**config.mk**
```make
export PLATFORM = sky130hd
export DESIGN_NAME = pmb_mailbox_regs
export DESIGN_NICKNAME = d
export VERILOG_FILES = /design/src/rtl/pmb_pkg.sv /design/src/rtl/pmb_pin_sync.sv /design/src/rtl/pmb_mailbox_regs.sv
export SDC_FILE = /design/constraint.sdc
export NUM_CORES = 1
export LEC_CHECK = 0
export BUFFER_PORTS_ARGS = -buffer_cell sky130_fd_sc_hd__buf_2
export CORE_UTILIZATION = 53
export DETAILED_ROUTE_END_ITERATION = 8
export GPL_TIMING_DRIVEN = 0
export MAX_ROUTING_LAYER = met4
export PLACE_DENSITY = 0.86
export SKIP_LAST_GASP = 1
export SYNTH_ARGS = -nofsm -noshare
export SYNTH_HDL_FRONTEND = slang
export SYNTH_SLANG_ARGS = --single-unit
```
**constraint.sdc**
```tcl
create_clock -name clk_sys_in -period 2.7 [get_ports clk_sys_in]
set_input_delay 0.81 -clock clk_sys_in [delete_from_list [all_inputs] [get_ports clk_sys_in]]
set_output_delay 0.81 -clock clk_sys_in [all_outputs]
set_load 0.03 [all_outputs]
```
**src/rtl/pmb_pkg.sv**
```systemverilog
package pmb_pkg;

    // host-side word offsets inside the first base address region
    localparam logic [7:0] PMB_OFF_OUT_MBOX   = 8'h0c;
    localparam logic [7:0] PMB_OFF_IN_MBOX    = 8'h1c;
    localparam logic [7:0] PMB_OFF_FILL_FLAGS = 8'h34;
    localparam logic [7:0] PMB_OFF_IRQ_CSR    = 8'h38;
    localparam logic [7:0] PMB_OFF_SOFT_RST   = 8'h3c;
    localparam logic [7:0] PMB_OFF_PT_CONFIG  = 8'h60;

    // reset values
    localparam logic [31:0] PMB_RST_MBOX       = 32'h0000_0000;
    localparam logic [31:0] PMB_RST_FILL_FLAGS = 32'h0000_0000;
    localparam logic [31:0] PMB_RST_IRQ_CSR    = 32'h0000_0c0c;
    localparam logic [31:0] PMB_RST_PT_CONFIG  = 32'h8080_8080;

    // fill flag register field positions (low bit of each nibble)
    localparam int PMB_FILL_IN_LSB  = 28;
    localparam int PMB_FILL_OUT_LSB = 12;

    // interrupt control/status field positions
    localparam int PMB_IRQ_ASSERTED = 23;
    localparam int PMB_IRQ_ADDON    = 22;
    localparam int PMB_IRQ_IN_FLAG  = 17;
    localparam int PMB_IRQ_OUT_FLAG = 16;
    localparam int PMB_IRQ_ADDON_EN = 13;
    localparam int PMB_IRQ_IN_EN    = 12;
    localparam int PMB_IRQ_IN_SEL   = 8;
    localparam int PMB_IRQ_OUT_EN   = 4;
    localparam int PMB_IRQ_OUT_SEL  = 0;
    localparam int PMB_IRQ_HARD_HI  = 10;
    localparam int PMB_IRQ_HARD_LO  = 2;
    localparam logic [1:0] PMB_IRQ_HARD_VAL = 2'h3;

    // soft reset control field positions
    localparam int PMB_RST_FLAG_CLR  = 27;
    localparam int PMB_RST_ADDON_PIN = 24;

    // host register request, one per access
    typedef struct packed {
        logic        req;
        logic        we;
        logic [7:0]  addr;
        logic [3:0]  be;
        logic [31:0] wdata;
    } pmb_host_req_t;

    // local-side mailbox activity
    typedef struct packed {
        logic        wr;       // write into incoming mailbox
        logic [3:0]  wr_be;
        logic [31:0] wdata;
        logic        rd;       // read of outgoing mailbox
        logic [3:0]  rd_be;
        logic        ext_ld;   // external load of byte 3
        logic [7:0]  ext_byte;
    } pmb_loc_req_t;

    // local interrupt control as set up on the local side
    typedef struct packed {
        logic       wr_en;     // host writes outgoing mailbox
        logic [1:0] wr_sel;
        logic       rd_en;     // host reads incoming mailbox
        logic [1:0] rd_sel;
    } pmb_loc_irq_cfg_t;

    // whole state of the register block
    typedef struct packed {
        logic [31:0] out_mbox;
        logic [31:0] in_mbox;
        logic [3:0]  out_full;
        logic [3:0]  in_full;
        logic        in_flag;
        logic        out_flag;
        logic        addon_en;
        logic        in_en;
        logic [1:0]  in_sel;
        logic        out_en;
        logic [1:0]  out_sel;
        logic        addon_rst;
        logic [31:0] pt_config;
        logic [31:0] rdata;
        logic        ack;
        logic        host_irq;
        logic        loc_irq;
    } pmb_state_t;

endpackage : pmb_pkg

```
**src/rtl/pmb_pin_sync.sv**
```systemverilog
`timescale 1ns/1ns
`default_nettype none

// three-stage pin synchroniser; output moves only when stages two and three agree
module pmb_pin_sync #(
    parameter logic RESET_LEVEL = 1'b1
) (
    input  wire logic clk_sys_in,
    input  wire logic rst_n_in,
    input  wire logic pin_in,
    output var  logic level_out
);
    import pmb_pkg::*;

    logic [2:0] stage_q;

    // first stage feeds only the second stage
    always_ff @(posedge clk_sys_in or negedge rst_n_in) begin
        if (!rst_n_in) begin
            stage_q   <= {3{RESET_LEVEL}};
            level_out <= RESET_LEVEL;
        end else begin
            stage_q <= {stage_q[1:0], pin_in};
            if (stage_q[1] == stage_q[2]) begin
                level_out <= stage_q[2];
            end
        end
    end

endmodule : pmb_pin_sync

`default_nettype wire

```
**src/rtl/pmb_mailbox_regs.sv**
```systemverilog
`timescale 1ns/1ns
`default_nettype none

// Notes on behaviour
// RULE_01: six word registers in base region
// RULE_02: fixed offsets 0c,1c,34,38,3c,60
// RULE_03: no simultaneous access from both sides
// RULE_04: host avoids unmapped offsets
// RULE_05: outgoing mailbox byte/half/word read-write
// RULE_06: host outgoing write may raise local interrupt
// RULE_07: outgoing read changes no flag
// RULE_08: incoming mailbox read-only, any width
// RULE_09: host incoming read may raise local interrupt
// RULE_10: byte 3 loadable by external hardware
// RULE_11: per-byte fill flag, set write, clear read
// RULE_12: incoming flags at bits 31:28
// RULE_13: outgoing flags at bits 15:12
// RULE_14: fill flags read-only, zero, shared view
// RULE_15: three host interrupt sources
// RULE_16: irq csr resets 0c0c, write-one acknowledges
// RULE_17: bits 17,16 write-one clear
// RULE_18: bit 12 with byte select 9:8
// RULE_19: bit 4 with byte select 1:0
// RULE_20: bit 23 ORs flags, drives host line
// RULE_21: simultaneous set and clear keeps full
module pmb_mailbox_regs
    import pmb_pkg::*;
(
    input  wire logic             clk_sys_in,
    input  wire logic             rst_n_in,
    input  wire pmb_host_req_t    host_req_in,
    output var  logic [31:0]      host_rdata_out,
    output var  logic             host_ack_out,
    output var  logic             host_irq_out,
    input  wire pmb_loc_req_t     loc_req_in,
    input  wire pmb_loc_irq_cfg_t loc_irq_cfg_in,
    input  wire logic             loc_irq_clr_in,
    input  wire logic             local_interrupt_request_n_in,
    output var  logic [31:0]      local_incoming_mailbox_view_out,
    output var  logic [31:0]      local_outgoing_mailbox_view_out,
    output var  logic [31:0]      local_fill_flags_view_out,
    output var  logic             loc_irq_out,
    output var  logic             addon_reset_out,
    output var  logic [31:0]      passthrough_region_config_out
);

    pmb_state_t st_q;
    pmb_state_t st_d;
    logic       addon_pin_level;   // synchronised pin, low means request

    // merge new bytes into a word under byte enables
    function automatic logic [31:0] lane_merge(input logic [31:0] old_w,
                                               input logic [31:0] new_w,
                                               input logic [3:0]  be);
        logic [31:0] res;
        res = old_w;
        for (int i = 0; i < 4; i++) begin
            if (be[i]) begin
                res[i*8 +: 8] = new_w[i*8 +: 8];
            end
        end
        return res;
    endfunction : lane_merge

    // two-bit byte select to one-hot lane mask
    function automatic logic [3:0] byte_mask(input logic [1:0] sel);
        logic [3:0] m;
        m = 4'h0;
        m[sel] = 1'b1;
        return m;
    endfunction : byte_mask

    // fill-flag word as both sides see it
    function automatic logic [31:0] fill_word(input logic [3:0] in_f,
                                              input logic [3:0] out_f);
        logic [31:0] w;
        w = PMB_RST_FILL_FLAGS;
        w[PMB_FILL_IN_LSB +: 4]  = in_f;
        w[PMB_FILL_OUT_LSB +: 4] = out_f;
        return w;
    endfunction : fill_word

    // the pin is asynchronous to the bus clock
    pmb_pin_sync #(
        .RESET_LEVEL (1'b1)
    ) u_addon_sync (
        .clk_sys_in (clk_sys_in),
        .rst_n_in   (rst_n_in),
        .pin_in     (local_interrupt_request_n_in),
        .level_out  (addon_pin_level)
    );

    logic        addon_req;
    logic        irq_any;
    logic [31:0] irq_word;
    logic        hit_out_mbox;
    logic        hit_in_mbox;
    logic        hit_fill;
    logic        hit_irq;
    logic        hit_rst;
    logic        hit_pt;
    logic        host_wr;
    logic        host_rd;
    logic [3:0]  in_set;
    logic [3:0]  out_set;
    logic [3:0]  in_clr;
    logic [3:0]  out_clr;
    logic        flag_clr_all;
    logic        in_evt;
    logic        out_evt;
    logic        loc_evt;

    // address decode of the six word locations
    always_comb begin
        host_wr      = host_req_in.req & host_req_in.we;
        host_rd      = host_req_in.req & ~host_req_in.we;
        hit_out_mbox = (host_req_in.addr == PMB_OFF_OUT_MBOX);   // [RULE_01] [RULE_02]
        hit_in_mbox  = (host_req_in.addr == PMB_OFF_IN_MBOX);    // [RULE_02]
        hit_fill     = (host_req_in.addr == PMB_OFF_FILL_FLAGS); // [RULE_02]
        hit_irq      = (host_req_in.addr == PMB_OFF_IRQ_CSR);    // [RULE_02]
        hit_rst      = (host_req_in.addr == PMB_OFF_SOFT_RST);   // [RULE_02]
        hit_pt       = (host_req_in.addr == PMB_OFF_PT_CONFIG);  // [RULE_02]
    end

    // interrupt status word, built from current state
    always_comb begin
        addon_req = ~addon_pin_level;                        // [RULE_15]
        irq_any   = st_q.in_flag | st_q.out_flag
                    | (addon_req & st_q.addon_en);           // [RULE_20]
        irq_word  = 32'h0000_0000;
        irq_word[PMB_IRQ_ASSERTED]     = irq_any;            // [RULE_20]
        irq_word[PMB_IRQ_ADDON]        = addon_req;
        irq_word[PMB_IRQ_IN_FLAG]      = st_q.in_flag;
        irq_word[PMB_IRQ_OUT_FLAG]     = st_q.out_flag;
        irq_word[PMB_IRQ_ADDON_EN]     = st_q.addon_en;
        irq_word[PMB_IRQ_IN_EN]        = st_q.in_en;
        irq_word[PMB_IRQ_HARD_HI +: 2] = PMB_IRQ_HARD_VAL;  // [RULE_16]
        irq_word[PMB_IRQ_IN_SEL +: 2]  = st_q.in_sel;
        irq_word[PMB_IRQ_OUT_EN]       = st_q.out_en;
        irq_word[PMB_IRQ_HARD_LO +: 2] = PMB_IRQ_HARD_VAL;  // [RULE_16]
        irq_word[PMB_IRQ_OUT_SEL +: 2] = st_q.out_sel;
    end

    // fill-flag events from both sides
    always_comb begin
        out_set = (host_wr && hit_out_mbox) ? host_req_in.be : 4'h0;  // [RULE_11]
        out_clr = loc_req_in.rd ? loc_req_in.rd_be : 4'h0;            // [RULE_11]
        in_set  = loc_req_in.wr ? loc_req_in.wr_be : 4'h0;            // [RULE_11]
        in_set[3] = in_set[3] | loc_req_in.ext_ld;                    // [RULE_10]
        in_clr  = (host_rd && hit_in_mbox) ? host_req_in.be : 4'h0;   // [RULE_11]
        flag_clr_all = host_wr && hit_rst && host_req_in.be[3]
                       && host_req_in.wdata[PMB_RST_FLAG_CLR];
        // mailbox interrupts fire only on the selected byte
        in_evt  = st_q.in_en && ((in_set & byte_mask(st_q.in_sel)) != 4'h0);     // [RULE_18]
        out_evt = st_q.out_en && ((out_clr & byte_mask(st_q.out_sel)) != 4'h0); // [RULE_19]
        // local-side interrupt from host mailbox traffic
        loc_evt = (loc_irq_cfg_in.wr_en
                   && ((out_set & byte_mask(loc_irq_cfg_in.wr_sel)) != 4'h0))    // [RULE_06]
                | (loc_irq_cfg_in.rd_en
                   && ((in_clr & byte_mask(loc_irq_cfg_in.rd_sel)) != 4'h0));    // [RULE_09]
    end

    // next-state of every register
    always_comb begin
        st_d     = st_q;
        st_d.ack = host_req_in.req;

        // outgoing mailbox: host writes any lane width
        if (host_wr && hit_out_mbox) begin
            st_d.out_mbox = lane_merge(st_q.out_mbox, host_req_in.wdata,
                                       host_req_in.be);             // [RULE_05]
        end

        // incoming mailbox: written only from the local side
        if (loc_req_in.wr) begin
            st_d.in_mbox = lane_merge(st_q.in_mbox, loc_req_in.wdata,
                                      loc_req_in.wr_be);            // [RULE_08]
        end
        if (loc_req_in.ext_ld) begin
            st_d.in_mbox[31:24] = loc_req_in.ext_byte;              // [RULE_10]
        end

        // a set in the same cycle as a clear leaves the byte full
        if (flag_clr_all) begin
            st_d.out_full = out_set;
            st_d.in_full  = in_set;
        end else begin
            st_d.out_full = (st_q.out_full & ~out_clr) | out_set;   // [RULE_11] [RULE_21]
            st_d.in_full  = (st_q.in_full & ~in_clr) | in_set;      // [RULE_11] [RULE_21]
        end

        // interrupt control fields, per byte lane
        if (host_wr && hit_irq) begin
            if (host_req_in.be[2]) begin
                if (host_req_in.wdata[PMB_IRQ_IN_FLAG]) begin
                    st_d.in_flag = 1'b0;                            // [RULE_17]
                end
                if (host_req_in.wdata[PMB_IRQ_OUT_FLAG]) begin
                    st_d.out_flag = 1'b0;                           // [RULE_17]
                end
            end
            if (host_req_in.be[1]) begin
                st_d.addon_en = host_req_in.wdata[PMB_IRQ_ADDON_EN];
                st_d.in_en    = host_req_in.wdata[PMB_IRQ_IN_EN];
                st_d.in_sel   = host_req_in.wdata[PMB_IRQ_IN_SEL +: 2];
            end
            if (host_req_in.be[0]) begin
                st_d.out_en  = host_req_in.wdata[PMB_IRQ_OUT_EN];
                st_d.out_sel = host_req_in.wdata[PMB_IRQ_OUT_SEL +: 2];
            end
        end
        // hardware set wins over an acknowledge in the same cycle
        if (in_evt) begin
            st_d.in_flag = 1'b1;                                    // [RULE_15] [RULE_18]
        end
        if (out_evt) begin
            st_d.out_flag = 1'b1;                                   // [RULE_15] [RULE_19]
        end

        // soft reset control: only the add-on reset bit is stored
        if (host_wr && hit_rst && host_req_in.be[3]) begin
            st_d.addon_rst = host_req_in.wdata[PMB_RST_ADDON_PIN];
        end

        // pass-through configuration is stored for the local side
        if (host_wr && hit_pt) begin
            st_d.pt_config = lane_merge(st_q.pt_config, host_req_in.wdata,
                                        host_req_in.be);
        end

        // local interrupt: sticky, set beats the local clear
        if (loc_irq_clr_in) begin
            st_d.loc_irq = 1'b0;
        end
        if (loc_evt) begin
            st_d.loc_irq = 1'b1;                                    // [RULE_06] [RULE_09]
        end

        // read data; host read of outgoing mailbox touches no flag
        st_d.rdata = 32'h0000_0000;
        if (host_rd) begin
            unique case (1'b1)
                hit_out_mbox: st_d.rdata = st_q.out_mbox;           // [RULE_05] [RULE_07]
                hit_in_mbox:  st_d.rdata = st_q.in_mbox;            // [RULE_08]
                hit_fill:     st_d.rdata = fill_word(st_q.in_full,
                                                     st_q.out_full); // [RULE_12] [RULE_13] [RULE_14]
                hit_irq:      st_d.rdata = irq_word;                // [RULE_16]
                hit_rst: begin
                    st_d.rdata[PMB_RST_ADDON_PIN] = st_q.addon_rst;
                end
                hit_pt:       st_d.rdata = st_q.pt_config;
                default:      st_d.rdata = 32'h0000_0000;           // unmapped offset
            endcase
        end

        // host line follows the asserted bit
        st_d.host_irq = irq_any;                                    // [RULE_20]
    end

    // single register stage for all state
    always_ff @(posedge clk_sys_in or negedge rst_n_in) begin
        if (!rst_n_in) begin
            st_q           <= '0;
            st_q.out_mbox  <= PMB_RST_MBOX;
            st_q.in_mbox   <= PMB_RST_MBOX;
            st_q.in_sel    <= PMB_RST_IRQ_CSR[PMB_IRQ_IN_SEL +: 2];  // [RULE_16]
            st_q.out_sel   <= PMB_RST_IRQ_CSR[PMB_IRQ_OUT_SEL +: 2]; // [RULE_16]
            st_q.pt_config <= PMB_RST_PT_CONFIG;
        end else begin
            st_q <= st_d;
        end
    end

    // outputs come straight from the state flops
    always_comb begin
        host_rdata_out                  = st_q.rdata;
        host_ack_out                    = st_q.ack;
        host_irq_out                    = st_q.host_irq;
        local_incoming_mailbox_view_out = st_q.out_mbox;
        local_outgoing_mailbox_view_out = st_q.in_mbox;
        local_fill_flags_view_out       = fill_word(st_q.in_full,
                                                    st_q.out_full); // [RULE_14]
        loc_irq_out                     = st_q.loc_irq;
        addon_reset_out                 = st_q.addon_rst;
        passthrough_region_config_out   = st_q.pt_config;
    end

endmodule : pmb_mailbox_regs

`default_nettype wire

```
==> metrics.md <==
| Metric | Value |
|---|---|
| DR vias | `5490` |
| Cts hold-fix bufs | `0` |
| Syn_area_per_cell | `12.9 µm²` |
| DR pass1 iterations | `6` |
| P_leak | `0.00481 µW` |
| Worst r2r src | `irq_word[8]` |
| CTS sink cnt | `153` |
| Share of cells above drive strength 1 | `54.9%` |
| Clock latency at the later pin of the worst-skew pair | `0.42 ns` |
| Number of remaining DRC errors | `0` |
| Top-area cell type share of the netlist area | `52.7%` |
| RSZ-0062 raised after global routing | `no` |
| Worst endpoint required time | `2.99 ns` |
| Post-DR wirelength/cell | `20.2 µm` |
| Cell accounting for the most synthesized area | `dfrtp_1` |
| CTS tree | `done` |
| Fin crit period | `2.53 ns` |
| Final setup fails | `0` |
| WP data arrival | `2.82 ns` |
| Final Net Count | `927` |
| CP Max Fanout | `10` |
| Worst vdd ir | `0.000651 V` |
| IO buf count | `243` |
| Final Cycle Share | `93.7%` |
| Synth cell types | `45` |
| Synth top area cells | `dfrtp_1 53%, mux2_2 21%, dfstp_2 3.1%` |
| Final hold violation count | `0` |
| Post-route ant nets | `0` |
| Num rows | `41` |
| Status | `finished, final reports clean` |
| Setup bufs post-CTS | `0` |
| Place WS | `-0.213 ns` |
| Maxcap violations | `0` |
| Die area | `13400 µm²` |
| Synthesized netlist cell count | `534` |
| Ports | `271` |
| Final GP Congestion | `0.968` |
| Critical path launch point type | `primary input` |
| DR vias/cell | `5.45` |
| Kind of critical path | `in2reg` |
| Synth warnings | `0` |
| Post-CTS sizing | `0` |
| #FFs+latches synth | `153` |
| Fmax | `0.395 GHz` |
| Core footprint | `12600 µm²` |
| Setup Skew | `0.00606 ns` |
| Power Dens Cells | `648 nW/µm²` |
| H-tree Lvls | `4` |
| Initial Util | `54.5%` |
| Setup Total Neg Slack | `0 ns` |
| Max clock buf depth | `2` |
| Post-synthesis sequential area ratio | `55.8%` |
| Largest net degree at the start of global routing | `94` |
| Clock transition at path regs | `0.06 ns` |
| Width of the die | `116 µm` |
| Grt ovf | `0` |
| Hold WC Path Type | `in2async` |
| Detailed Route WL | `20400 µm` |
| CP Launch Point | `host_req_in[40]` |
| Iter 0 DRT Violations | `310` |
| Cts bufs inserted | `17` |
| DIE HEIGHT | `116 µm` |
| Post-DP HPWL | `14600 µm` |
| Synth-to-layout area growth | `32.4%` |
| Max-slew violations | `0` |
| Worst-Margin Slew | `0.870 ns` |
| Initial antenna violation count | `2` |
| Worst slew margin | `42.0%` |
| Final worst slack | `0.171 ns` |
| Synthesized area | `6880 µm²` |
| Number of global-route vias before repair | `5395` |
| Global Route Usage Sum | `31.8%` |
| First-pass GRT wire length | `29700 µm` |
| Post-layout util | `72.2%` |
| Critical path capture point type | `flop` |
| Clock root buffer | `clkbuf_16` |
cell families (layout without fill, tap and decap cells):
family          after synthesis  in the layout  synth area share [%]
simple gates                118            118                  9.69
mux                         139            139                  23.1
fa+ha+maj                     1              1                 0.146
buf+inv                      50            326                  4.18
flops                       153            153                  55.8
compound gates               72             72                  7.04
other cells                   1             26                0.0545
final cells by class:
type                    instances  area [µm²]
flip-flops and latches        153        3840
inverters                       1        3.75
clock buffers                  18         429
diodes                          2        5.00
clock inverters                14         243
multi-input cells             354        2840
well taps                     172         215
plain buffers                  49         284
repair buffers                244        1250
fillers                       943        3510
path summary, 6_finish.rpt:
path / endpoint / slack [ns] / depth (start not counted)
setup reg to reg: irq_word[17] / 1.42 / 3
hold reg to reg: u_addon_sync.stage_q[1] / 0.36 / 0
setup / recovery: host_rdata_out[3] / 0.17 / 7
min in group clk_sys_in: u_addon_sync.stage_q[1] / 0.36 / 0
max in group asynchronous: loc_irq_out / 1.47 / 2
hold / removal: passthrough_region_config_out[6] / 0.36 / 1
Yosys cell counts, drive strengths merged:
cell type and number:
nand2b 2, mux2 127, dfrtp 145, nand3 11, nor4 2, a221oi 4, nand4 4, o211a 1
o211ai 1, mux4 3, nor3 2, a31oi 1, conb 1, nor2 19, nor2b 3, and3b 1
nand2 45, a21oi 16, o21ai 19, a32o 5, a2bb2oi 2, and4b 1, and3 18, dfstp 8
nor3b 1, nand4bb 1, nor4bb 1, and4bb 1, o31ai 1, maj3 1, buf 33, a22oi 20
a311o 2, and2 3, or3 1, inv 1, clkbuf 16, nand3b 2, mux2i 9
power breakdown:
part	leakage (µW)	switching, µW	internal (µW)
combinational	0.00248	454	274
clock	0.000318	972	1740
sequential	0.00201	70.0	2390
state kept, by name, indices dropped and copies added (netlist names):
register and flops:
addon_reset_out 1, host_ack_out 1, host_irq_out 1, host_rdata_out 32, irq_word 9, loc_irq_out 1, local_fill_flags_view_out 8, local_incoming_mailbox_view_out 32
local_outgoing_mailbox_view_out 32, passthrough_region_config_out 32, u_addon_sync.level_out 1, u_addon_sync.stage_q 3
metrics by stage:
| step | std cells | total power (µW) | hold slack (ns) | cell area [µm²] |
|---|---|---|---|---|
| after floorplan | 557 | 2920 | 0.345 | 6970 |
| after global placement | 972 | 3200 | 0.346 | 8400 |
| after detailed placement | 973 | 3220 | 0.354 | 8430 |
| after CTS | 1005 | 5920 | 0.362 | 9100 |
| after global routing | 1007 | 6080 | 0.362 | 9110 |
| final | 1007 | 5900 | 0.360 | 9110 |
placed cells by master, fill, tap and decap left out, drive strengths merged, types with 8 or more instances in the layout:
cell type / instances
nand2: 45
o21ai: 19
clkbuf: 34
mux2: 127
and3: 18
buf: 277
dfstp: 8
a21oi: 16
dfrtp: 145
nand3: 11
conb: 24
mux2i: 9
nor2: 19
a22oi: 20
per-layer routing:
layer	part of all wire, %	up-vias	global-route usage [%]
met4	2.1	0	11.7
met3	6.9	33	8.26
li1	-	2461	-
met5	0	-	-
met1	41	2745	38.4
met2	51	251	51.5
worst max-delay path: stages:
cell,delay (ns)
buf_2,0.11
buf_2,0.22
and3b_1,0.22
o211a_1,0.23
o31ai_2,0.67
buf_2,0.43
nor2_1,0.12
(Power assumes the default switching activity.)
